--- src/rtl/sps_params.svh ---
`ifndef SPS_PARAMS_SVH
`define SPS_PARAMS_SVH
// ---------------------------------------------------------------
// Clock and timing
// ---------------------------------------------------------------
`define SPS_CLK_KHZ    100000
`define SPS_EVM_MS     3000
`define SPS_BIT_MS     100
`define SPS_DAY_MIN    12'h5a0
// ---------------------------------------------------------------
// Register byte offsets
// ---------------------------------------------------------------
`define SPS_CTRL_OFS   8'h00
`define SPS_DLY_OFS    8'h04
`define SPS_INT_OFS    8'h08
`define SPS_PRG_OFS    8'h0c
`define SPS_KEY_OFS    8'h10
`define SPS_STAT_OFS   8'h14
// ---------------------------------------------------------------
// Control field positions
// ---------------------------------------------------------------
`define SPS_C_START    0
`define SPS_C_STORM    1
`define SPS_C_TSW      2
`define SPS_C_SREN     3
`define SPS_C_ATSTOP   4
`define SPS_C_ATRES    5
`define SPS_C_HASST    6
`define SPS_C_ONINH    7
`define SPS_C_ONENA    8
`define SPS_C_RESTART  9
`define SPS_C_FREEZE   10
`define SPS_C_FLOW     11
`define SPS_C_PULSE    12
`define SPS_C_FWD      13
`define SPS_C_REINIT   14
`define SPS_C_ABORT    15
// ---------------------------------------------------------------
// Reset values and limits
// ---------------------------------------------------------------
`define SPS_CTRL_RST   16'h2000
`define SPS_DLY_RST    8'h02
`define SPS_PRE_RST    14'h0096
`define SPS_POST_RST   14'h0096
`define SPS_PURGE_MAX  14'h270f
`define SPS_NKEY       24
`define SPS_NSTOP      12
`endif

--- src/rtl/sps_pkg.sv ---
package sps_pkg;
  // Routine state, Gray along idle-wait-run-stop
  typedef enum logic [1:0] {
    SPS_IDLE = 2'b00,
    SPS_WAIT = 2'b01,
    SPS_RUN  = 2'b11,
    SPS_STOP = 2'b10
  } sps_state_t;
  // Real-time clock view
  typedef struct packed {
    logic        tick;
    logic [5:0]  sec;
    logic [10:0] mins;
  } sps_rtc_t;
  // Pump cycle phases
  typedef struct packed {
    logic pre;
    logic fwd;
    logic post;
  } sps_pump_t;
endpackage : sps_pkg

--- src/rtl/sps_sequencer.sv ---
// Overview of operation
// Up to 24 key times, 12 stop, 12 resume
// Stop/resume ignored in burst routines
// Resume restarts the bottle-switch interval
// Optional sample at stop and resume
// Zero delay starts and samples immediately
// Time intervals align to minute; flow immediate
// Delay N starts N minutes later at :00
// Programmed start time overrides the delay
// Enable high enables, low inhibits
// Enable settings ignored in burst routines
// Optional sample on enable falling edge
// Optional sample on enable rising edge
// Optional full interval reload on enable
// Freeze countdown when inhibited, unless reload
// After inhibit, advance set if filled
// Time-switched advance is exactly one set
// Four event mark behaviours selectable
// Bottle number as 100 ms pulse train
// Pulse mark 3 s; level mark at least 3 s
// Level tracks whole cycle or forward only
// Pulse at pre-purge or forward start
// Pre-purge defaults 150, range 0 to 9999
// Outputs idle low outside their intervals
`timescale 1ns/10ps
`include "sps_params.svh"
module sps_sequencer #(
  parameter int          NBOT    = 24,
  parameter int unsigned EVM_CYC = `SPS_EVM_MS * `SPS_CLK_KHZ,
  parameter int unsigned BIT_CYC = `SPS_BIT_MS * `SPS_CLK_KHZ
) (
  input  wire logic               core_clk_i,
  input  wire logic               reset_i,
  input  wire logic               psel_i,
  input  wire logic               penable_i,
  input  wire logic               pwrite_i,
  input  wire logic [7:0]         paddr_i,
  input  wire logic [31:0]        pwdata_i,
  output logic      [31:0]        prdata_o,
  output logic                    pready_o,
  output logic                    pslverr_o,
  input  wire sps_pkg::sps_rtc_t  rtc_i,
  input  wire sps_pkg::sps_pump_t pump_i,
  input  wire logic               flow_pulse_i,
  input  wire logic               enable_i,
  input  wire logic               sample_done_i,
  output logic                    sample_req_o,
  output logic                    event_mark_o,
  output logic                    bottle_pulse_o,
  output logic      [4:0]         bottle_num_o,
  output logic      [13:0]        pre_purge_o,
  output logic      [13:0]        post_purge_o
);
  import sps_pkg::*;

  // ---------------------------------------------------------------
  // State
  // ---------------------------------------------------------------
  typedef struct packed {
    sps_state_t                st;
    logic [15:0]               ctrl;
    logic [7:0]                dly;
    logic [10:0]               stmin;
    logic [15:0]               sint;
    logic [15:0]               swint;
    logic [13:0]               pre;
    logic [13:0]               post;
    logic [`SPS_NKEY-1:0][10:0] kmin;
    logic [`SPS_NKEY-1:0]      kval;
    logic [10:0]               tgt;
    logic [15:0]               cnt;
    logic [15:0]               swc;
    logic [4:0]                bot;
    logic [7:0]                dep;
    logic                      en_q;
    logic                      pp_q;
    logic                      fw_q;
    logic [31:0]               evc;
    logic [31:0]               bitc;
    logic [5:0]                bpn;
    logic                      bph;
    logic                      evm;
    logic                      samp;
    logic [31:0]               rdata;
  } sps_seq_t;

  sps_seq_t s_q;
  sps_seq_t s_d;

  // ---------------------------------------------------------------
  // Helpers
  // ---------------------------------------------------------------
  // Purge entries above the limit are clipped, not wrapped
  function automatic logic [13:0] clip(input logic [13:0] v);
    clip = (v > `SPS_PURGE_MAX) ? `SPS_PURGE_MAX : v;
  endfunction : clip

  function automatic logic [4:0] nxt_bot(input logic [4:0] b);
    nxt_bot = (b >= 5'(NBOT)) ? 5'h01 : 5'(b + 5'h01);
  endfunction : nxt_bot

  function automatic logic hit(input logic [7:0] a);
    hit = (a == `SPS_CTRL_OFS) || (a == `SPS_DLY_OFS) ||
          (a == `SPS_INT_OFS) || (a == `SPS_PRG_OFS) ||
          (a == `SPS_KEY_OFS) || (a == `SPS_STAT_OFS);
  endfunction : hit

  logic        wr;
  logic        start;
  logic        storm;
  logic        inh;
  logic        en_rise;
  logic        en_fall;
  logic        bnd;
  logic        pace;
  logic        hold;
  logic        fire;
  logic        adv;
  logic        trig;
  logic        phase;
  logic        k_stop;
  logic        k_res;
  logic [11:0] msum;

  // ---------------------------------------------------------------
  // Next-state logic
  // ---------------------------------------------------------------
  always_comb begin
    s_d     = s_q;
    s_d.samp = 1'b0;
    s_d.en_q = enable_i;
    s_d.pp_q = pump_i.pre;
    s_d.fw_q = pump_i.fwd;
    wr    = psel_i & penable_i & pwrite_i;
    start = wr & (paddr_i == `SPS_CTRL_OFS) & pwdata_i[`SPS_C_START];
    storm = s_q.ctrl[`SPS_C_STORM];
    // High level enables, low or grounded inhibits
    inh     = ~enable_i;
    en_rise = enable_i & ~s_q.en_q & ~storm;
    en_fall = ~enable_i & s_q.en_q & ~storm;
    bnd   = rtc_i.tick & (rtc_i.sec == 6'h00);
    pace  = s_q.ctrl[`SPS_C_FLOW] ? flow_pulse_i : rtc_i.tick;
    // Freeze only counts when reload is off
    hold  = inh & ~storm & ~s_q.ctrl[`SPS_C_RESTART] &
            s_q.ctrl[`SPS_C_FREEZE];
    fire  = 1'b0;
    adv   = 1'b0;
    msum  = 12'({1'b0, rtc_i.mins} + {4'h0, s_q.dly});
    if (msum >= `SPS_DAY_MIN) begin
      msum = 12'(msum - `SPS_DAY_MIN);
    end
    // Key time match on the minute boundary
    k_stop = 1'b0;
    k_res  = 1'b0;
    for (int i = 0; i < `SPS_NKEY; i++) begin
      if (s_q.kval[i] && (s_q.kmin[i] == rtc_i.mins)) begin
        if (i < `SPS_NSTOP) begin
          k_stop = 1'b1;
        end else begin
          k_res = 1'b1;
        end
      end
    end
    if (!bnd || storm || !s_q.ctrl[`SPS_C_SREN]) begin
      k_stop = 1'b0;
      k_res  = 1'b0;
    end

    // Register writes
    if (wr) begin
      case (paddr_i)
        `SPS_CTRL_OFS: begin
          s_d.ctrl = pwdata_i[15:0];
          s_d.ctrl[`SPS_C_START]  = 1'b0;
          s_d.ctrl[`SPS_C_REINIT] = 1'b0;
          s_d.ctrl[`SPS_C_ABORT]  = 1'b0;
          if (pwdata_i[`SPS_C_REINIT]) begin
            s_d.pre  = `SPS_PRE_RST;
            s_d.ctrl = `SPS_CTRL_RST;
            s_d.dly  = `SPS_DLY_RST;
          end
        end
        `SPS_DLY_OFS: begin
          s_d.dly   = pwdata_i[7:0];
          s_d.stmin = pwdata_i[18:8];
        end
        `SPS_INT_OFS: begin
          s_d.sint  = pwdata_i[15:0];
          s_d.swint = pwdata_i[31:16];
        end
        `SPS_PRG_OFS: begin
          s_d.pre  = clip(pwdata_i[13:0]);
          s_d.post = clip(pwdata_i[29:16]);
        end
        `SPS_KEY_OFS: begin
          if (pwdata_i[4:0] < 5'(`SPS_NKEY)) begin
            s_d.kval[pwdata_i[4:0]] = pwdata_i[5];
            s_d.kmin[pwdata_i[4:0]] = pwdata_i[18:8];
          end
        end
        default: begin
        end
      endcase
    end

    // Read data is captured in the setup cycle
    if (psel_i && !penable_i) begin
      case (paddr_i)
        `SPS_CTRL_OFS: s_d.rdata = {16'h0000, s_q.ctrl};
        `SPS_DLY_OFS:  s_d.rdata = {13'h0000, s_q.stmin, s_q.dly};
        `SPS_INT_OFS:  s_d.rdata = {s_q.swint, s_q.sint};
        `SPS_PRG_OFS:  s_d.rdata = {2'h0, s_q.post, 2'h0, s_q.pre};
        `SPS_STAT_OFS: s_d.rdata = {16'h0000, s_q.dep, enable_i,
                                    s_q.bot, s_q.st};
        default:       s_d.rdata = 32'h0000_0000;
      endcase
    end

    // Routine sequencing
    case (s_q.st)
      SPS_IDLE: begin
        if (start) begin
          s_d.swc = s_q.swint;
          // Settings written with the start strobe apply to this start
          if (s_d.ctrl[`SPS_C_HASST]) begin
            s_d.tgt = s_q.stmin;
            s_d.st  = SPS_WAIT;
          end else if (s_q.dly == 8'h00) begin
            s_d.st = SPS_RUN;
            fire   = 1'b1;
            // Time pacing counts from :00 of this minute
            if (s_d.ctrl[`SPS_C_FLOW]) begin
              s_d.cnt = s_q.sint;
            end else if (s_q.sint > {10'h000, rtc_i.sec}) begin
              s_d.cnt = 16'(s_q.sint - {10'h000, rtc_i.sec});
            end else begin
              s_d.cnt = 16'h0001;
            end
          end else begin
            s_d.tgt = msum[10:0];
            s_d.st  = SPS_WAIT;
          end
        end
      end
      SPS_WAIT: begin
        if (bnd && (rtc_i.mins == s_q.tgt)) begin
          s_d.st  = SPS_RUN;
          s_d.cnt = s_q.sint;
          s_d.swc = s_q.swint;
          fire    = 1'b1;
        end
      end
      SPS_RUN: begin
        // Countdown; runs on while inhibited unless frozen
        if (pace && !hold) begin
          if (s_q.cnt <= 16'h0001) begin
            s_d.cnt = s_q.sint;
            fire    = ~inh;
          end else begin
            s_d.cnt = 16'(s_q.cnt - 16'h0001);
          end
        end
        // Switches during an inhibit are not counted
        if (s_q.ctrl[`SPS_C_TSW] && rtc_i.tick && !inh) begin
          if (s_q.swc <= 16'h0001) begin
            s_d.swc = s_q.swint;
            adv     = 1'b1;
          end else begin
            s_d.swc = 16'(s_q.swc - 16'h0001);
          end
        end
        if (en_fall && s_q.ctrl[`SPS_C_ONINH]) begin
          fire = 1'b1;
        end
        if (en_rise) begin
          if (s_q.ctrl[`SPS_C_RESTART]) begin
            s_d.cnt = s_q.sint;
          end
          if (s_q.ctrl[`SPS_C_ONENA]) begin
            fire = 1'b1;
          end
          // One set forward, however long the inhibit
          if (s_q.dep != 8'h00) begin
            adv     = 1'b1;
            s_d.swc = s_q.swint;
          end
        end
        if (k_stop) begin
          s_d.st = SPS_STOP;
          fire   = fire | s_q.ctrl[`SPS_C_ATSTOP];
        end
      end
      SPS_STOP: begin
        if (k_res) begin
          s_d.st  = SPS_RUN;
          s_d.swc = s_q.swint;
          fire    = s_q.ctrl[`SPS_C_ATRES];
        end
      end
      default: begin
        s_d.st = SPS_IDLE;
      end
    endcase
    if (wr && (paddr_i == `SPS_CTRL_OFS) && pwdata_i[`SPS_C_ABORT]) begin
      s_d.st = SPS_IDLE;
      fire   = 1'b0;
      adv    = 1'b0;
    end

    // Bottle set bookkeeping
    if (adv) begin
      s_d.bot = nxt_bot(s_q.bot);
      s_d.dep = 8'h00;
    end else if (sample_done_i && s_q.dep != 8'hff) begin
      s_d.dep = 8'(s_q.dep + 8'h01);
    end

    // Bottle train: high and low halves of BIT_CYC cycles each
    if (fire) begin
      s_d.samp = 1'b1;
      s_d.bpn  = {s_d.bot, 1'b0};
      s_d.bitc = BIT_CYC;
    end else if (s_q.bpn != 6'h00) begin
      if (s_q.bitc <= 32'h0000_0001) begin
        s_d.bitc = BIT_CYC;
        s_d.bpn  = 6'(s_q.bpn - 6'h01);
      end else begin
        s_d.bitc = 32'(s_q.bitc - 32'h0000_0001);
      end
    end
    s_d.bph = (s_d.bpn != 6'h00) & ~s_d.bpn[0];

    // Event mark: trigger edge picks purge or forward start
    trig  = s_q.ctrl[`SPS_C_FWD] ? (pump_i.fwd & ~s_q.fw_q)
                                 : (pump_i.pre & ~s_q.pp_q);
    phase = s_q.ctrl[`SPS_C_FWD] ? pump_i.fwd
                                 : (pump_i.pre | pump_i.fwd | pump_i.post);
    if (trig) begin
      s_d.evc = EVM_CYC;
    end else if (s_q.evc != 32'h0000_0000) begin
      s_d.evc = 32'(s_q.evc - 32'h0000_0001);
    end
    // Level modes stretch to the minimum width
    s_d.evm = (s_d.evc != 32'h0000_0000) |
              (~s_q.ctrl[`SPS_C_PULSE] & phase);
  end

  // ---------------------------------------------------------------
  // State register
  // ---------------------------------------------------------------
  always_ff @(posedge core_clk_i or posedge reset_i) begin
    if (reset_i) begin
      s_q       <= '0;
      s_q.st    <= SPS_IDLE;
      s_q.ctrl  <= `SPS_CTRL_RST;
      s_q.dly   <= `SPS_DLY_RST;
      s_q.pre   <= `SPS_PRE_RST;
      s_q.post  <= `SPS_POST_RST;
      s_q.bot   <= 5'h01;
      s_q.sint  <= 16'h0001;
      s_q.swint <= 16'h0001;
      s_q.en_q  <= 1'b1; // Idle level of the pin, no false edge
    end else begin
      s_q <= s_d;
    end
  end

  // ---------------------------------------------------------------
  // Outputs
  // ---------------------------------------------------------------
  // Zero-wait slave: data was latched in the setup cycle
  assign pready_o       = 1'b1;
  assign pslverr_o      = psel_i & penable_i & ~hit(paddr_i);
  assign prdata_o       = s_q.rdata;
  assign sample_req_o   = s_q.samp;
  assign event_mark_o   = s_q.evm;
  assign bottle_pulse_o = s_q.bph;
  assign bottle_num_o   = s_q.bot;
  assign pre_purge_o    = s_q.pre;
  assign post_purge_o   = s_q.post;
endmodule : sps_sequencer

--- config.mk ---
export PLATFORM = sky130hd
export DESIGN_NAME = sps_sequencer
export DESIGN_NICKNAME = d
export VERILOG_FILES = /design/src/rtl/sps_pkg.sv /design/src/rtl/sps_sequencer.sv
export VERILOG_INCLUDE_DIRS = /design/src /design/src/rtl
export SDC_FILE = /design/constraint.sdc
export NUM_CORES = 2
export LEC_CHECK = 0
export BUFFER_PORTS_ARGS = -buffer_cell sky130_fd_sc_hd__buf_2
export CAP_MARGIN = 40
export CORE_ASPECT_RATIO = 1.75
export CORE_MARGIN = 3
export CORE_UTILIZATION = 36
export CTS_BUF_LIST = sky130_fd_sc_hd__clkbuf_2
export CTS_CLUSTER_DIAMETER = 80
export DETAILED_ROUTE_END_ITERATION = 10
export GPL_TIMING_DRIVEN = 0
export PLACE_DENSITY_LB_ADDON = 0.3
export SLEW_MARGIN = 20
export SYNTH_ARGS = -nofsm -noshare
export SYNTH_HDL_FRONTEND = slang
export SYNTH_SLANG_ARGS = --single-unit
--- constraint.sdc ---
create_clock -name core_clk_i -period 19.7 [get_ports core_clk_i]
set_clock_uncertainty 0.15 [all_clocks]
set_input_delay 0.985 -clock core_clk_i [delete_from_list [all_inputs] [get_ports core_clk_i]]
set_output_delay 0.985 -clock core_clk_i [all_outputs]
set_load 0.005 [all_outputs]
==> results.cfg <==
[cts]
htree_levels = 4
cts_setup_buffers = 0
cts_tree = done
cts.sinks = 546
worstSkewPairLatency_ps = 1270
clockBufferDepth = 3
clkTransAtPathRegs_ps = 90
cts_root_buf = clkbuf_2
cts_buffers = 130

[synth]
synth-seq-cells = 546
syn_area_per_cell_um2 = 10.66
ys.flop_type = dfrtp_1
syn_area_um2 = 29480
synth-async-reset-ratio_pct = 100.0
synth.yosys.seq_area_share_pct = 46.41
synth_nets = 2864
synth_cells = 2765
synth_edf_count = 0
ys_warn_count = 0
netlist-cell-type-count = 91

[floorplanning]
die_h_um = 384.6
ioPinCount = 139
die_w_um = 222.3
dieArea_um2 = 85500
core.rowCount = 138
fp.coreArea_um2 = 80980
initial_core_util_pct = 36.40

[timing]
tightest_slew_ps = 922.6
setup_viol = 0
rsz0062_at_grt = no
report.final.slew_viol_count = 0
max_freq_mhz = 233.1
min_period_ps = 4290
max-slew-margin-rel_pct = 38.49
hold_violations = 0
fin_setup_tns_ps = 0
fin_crit_sh_pct = 21.78

[worst_setup_path]
r2r-start = s_q[73]
cp-end-kind = primary output
critPathMaxFanout = 6
crit_path_start_kind = input port
r2r_end = event_mark_o
crit_type = in -> out
worstPathArrival_ps = 3150
r2r_slack_ps = 16030
startpoint = paddr_i[7]
reg2reg_depth = 10
crit_end = pslverr_o
critPathRequiredTime_ps = 18570

[global_routing]
grt_overflow = 0
grt_antenna_before_repair = 3
grt_max_degree = 102
grt.total_usage_pct = 22.62
grt_pass1_wl_um = 145800
first_global_vias = 23710

[placed_design]
port_buffers = 129
gp_congestion = 0.9533
postPlaceCellArea_um2 = 31860
hpwlAfterDp_um = 72700
post-place-cells = 3971

[layout]
fin_cells = 4235
fillers = 8002
layout-drive-gt1-share_pct = 28.38
syn_to_final_growth_pct = 13.31
final_nets = 3190
stdcell_area_um2 = 33400
final_util_pct = 41.25

[flow_run]
cap_violations = 0

[route]
wirelength_um = 97410
wire_per_inst_um = 23.00
drt_first_iter_violations = 1229
highest_layer = met4
met1_length_um = 35450
routed_via_density = 5.423
wl_met2_um = 50410
drc_errors = 2
ant_nets = 0
drtPass1Iterations = 8
wl_met3_um = 4811
vias = 22968

[outcome]
status = finished with violations
violations = design-rule violations

[min_path]
hp-class = in -> reg

[pwr]
p_total_w = 0.002662
power_density_nw_per_um2 = 79.70
p_leak_nw = 15.20
ir_drop_mv = 0.04813
[power breakdown]
group | internal [W] | leakage [nW] | total [W] | switching, W
Clock | 0.000295 | 0.901 | 0.000774 | 0.000479
Sequential | 0.00120 | 7.34 | 0.00130 | 0.0000968
Combinational | 0.000231 | 6.95 | 0.000593 | 0.000362
Total | 0.00172 | 15.2 | 0.00266 | 0.000938
[cell usage after synthesis, types with 8 or more instances]
library cell | number | area, um2
nand2_1 | 223 | 837.1
or3_1 | 24 | 150.1
a31oi_1 | 20 | 125.1
or4_1 | 15 | 112.6
inv_1 | 46 | 172.7
o21ai_0 | 105 | 525.5
nor2b_1 | 17 | 106.4
nand4_1 | 90 | 563.0
nor2_1 | 200 | 750.7
a211oi_1 | 11 | 82.58
xor2_1 | 39 | 341.6
a22o_1 | 15 | 131.4
buf_4 | 88 | 660.6
mux4_2 | 12 | 270.3
buf_2 | 48 | 240.2
mux2_2 | 331 | 3727
mux2i_1 | 23 | 230.2
o22ai_1 | 9 | 56.30
a21o_1 | 8 | 60.06
a21oi_1 | 75 | 375.4
nor3_1 | 88 | 440.4
ha_1 | 28 | 350.3
nand3b_1 | 15 | 112.6
dfstp_2 | 14 | 367.9
and2_1 | 8 | 50.05
nor4_1 | 31 | 193.9
clkbuf_1 | 88 | 330.3
dfrtp_1 | 532 | 13310
buf_1 | 9 | 33.78
nand2b_1 | 12 | 75.07
a22oi_1 | 12 | 90.09
a221oi_1 | 19 | 166.4
nor3b_1 | 10 | 75.07
nand3_1 | 43 | 215.2
and3_1 | 11 | 68.82
xnor2_1 | 306 | 2680
[final cells by class]
cell class	count	area, um2	area share, %
sequential	546	13680	40.95
antenna	3	7.507	0.02247
clock buffer	190	950.9	2.847
tap	1050	1314	3.933
inverter	47	183.9	0.5506
multi-input combinational	1938	14360	43.00
timing repair buffer	194	1419	4.248
clock inverter	33	209.0	0.6255
buffer	234	1277	3.824
[worst min-delay path by stage]
stage / slack, ps / from / cells after the start / to
finish: 210 / rtc_i[11] / 5 / s_q[137]
global route: 140 / rtc_i[11] / 5 / s_q[137]
CTS: 20 / rtc_i[2] / 5 / s_q[155]
detailed placement: 310 / prdata_o[30] / 2 / prdata_o[30]
global placement: 310 / prdata_o[31] / 2 / prdata_o[31]
floorplan: 290 / prdata_o[30] / 2 / prdata_o[30]
[stage by stage]
stage	setup WS (ps)	hold WS (ps)
after floorplan	3324	290.0
after global placement	-3546	305.6
after detailed placement	14550	308.5
after CTS	15490	16.18
after global routing	15420	137.0
final	15410	205.2
[placed cells by master (no fill, tap or decap), drive strengths merged, types with 28 or more instances in the layout]
cell,instances
nor4,41
dfrtp,532
nand2,223
nor3,94
nand4,91
o21ai,107
nor2,201
a21oi,76
buf,302
clkbuf,280
xor2,39
ha,28
mux2,332
inv,54
dlygate4sd3,35
nand3,44
xnor2,306
[kinds of logic (layout without fill, tap and decap cells)]
family / after synthesis / in the layout / share of synthesized area, %
xor gates and xnor gates: 345 / 345 / 10.25
muxes: 368 / 368 / 14.46
and+or+nand+nor: 842 / 842 / 14.89
adders and majority gates: 30 / 30 / 1.324
DFF: 546 / 546 / 46.41
AOI/OAI and AO/OA: 352 / 352 / 7.737
buffers and inverters: 281 / 698 / 4.927
other: 1 / 4 / 0.01272
[per-layer routing]
metal  GRT usage (%)  up-vias
met4           14.55        0
met3           3.993      287
li1                -    10434
met1           23.96    11477
met2           41.16      770
met5               0        -
[what timing repair did]
action                                 in CTS  in global routing
endpoints found under the hold margin     147                  0
gates resized for setup                     0                  0
hold buffers                               35                  0
[worst max-delay path, stage by stage]
cell	delay [ps]
buf_2	100
nor2_2	400
nor4b_2	800
nand2_1	380
and4b_1	350
buf_2	130
Power figures use the tool's default switching activity.
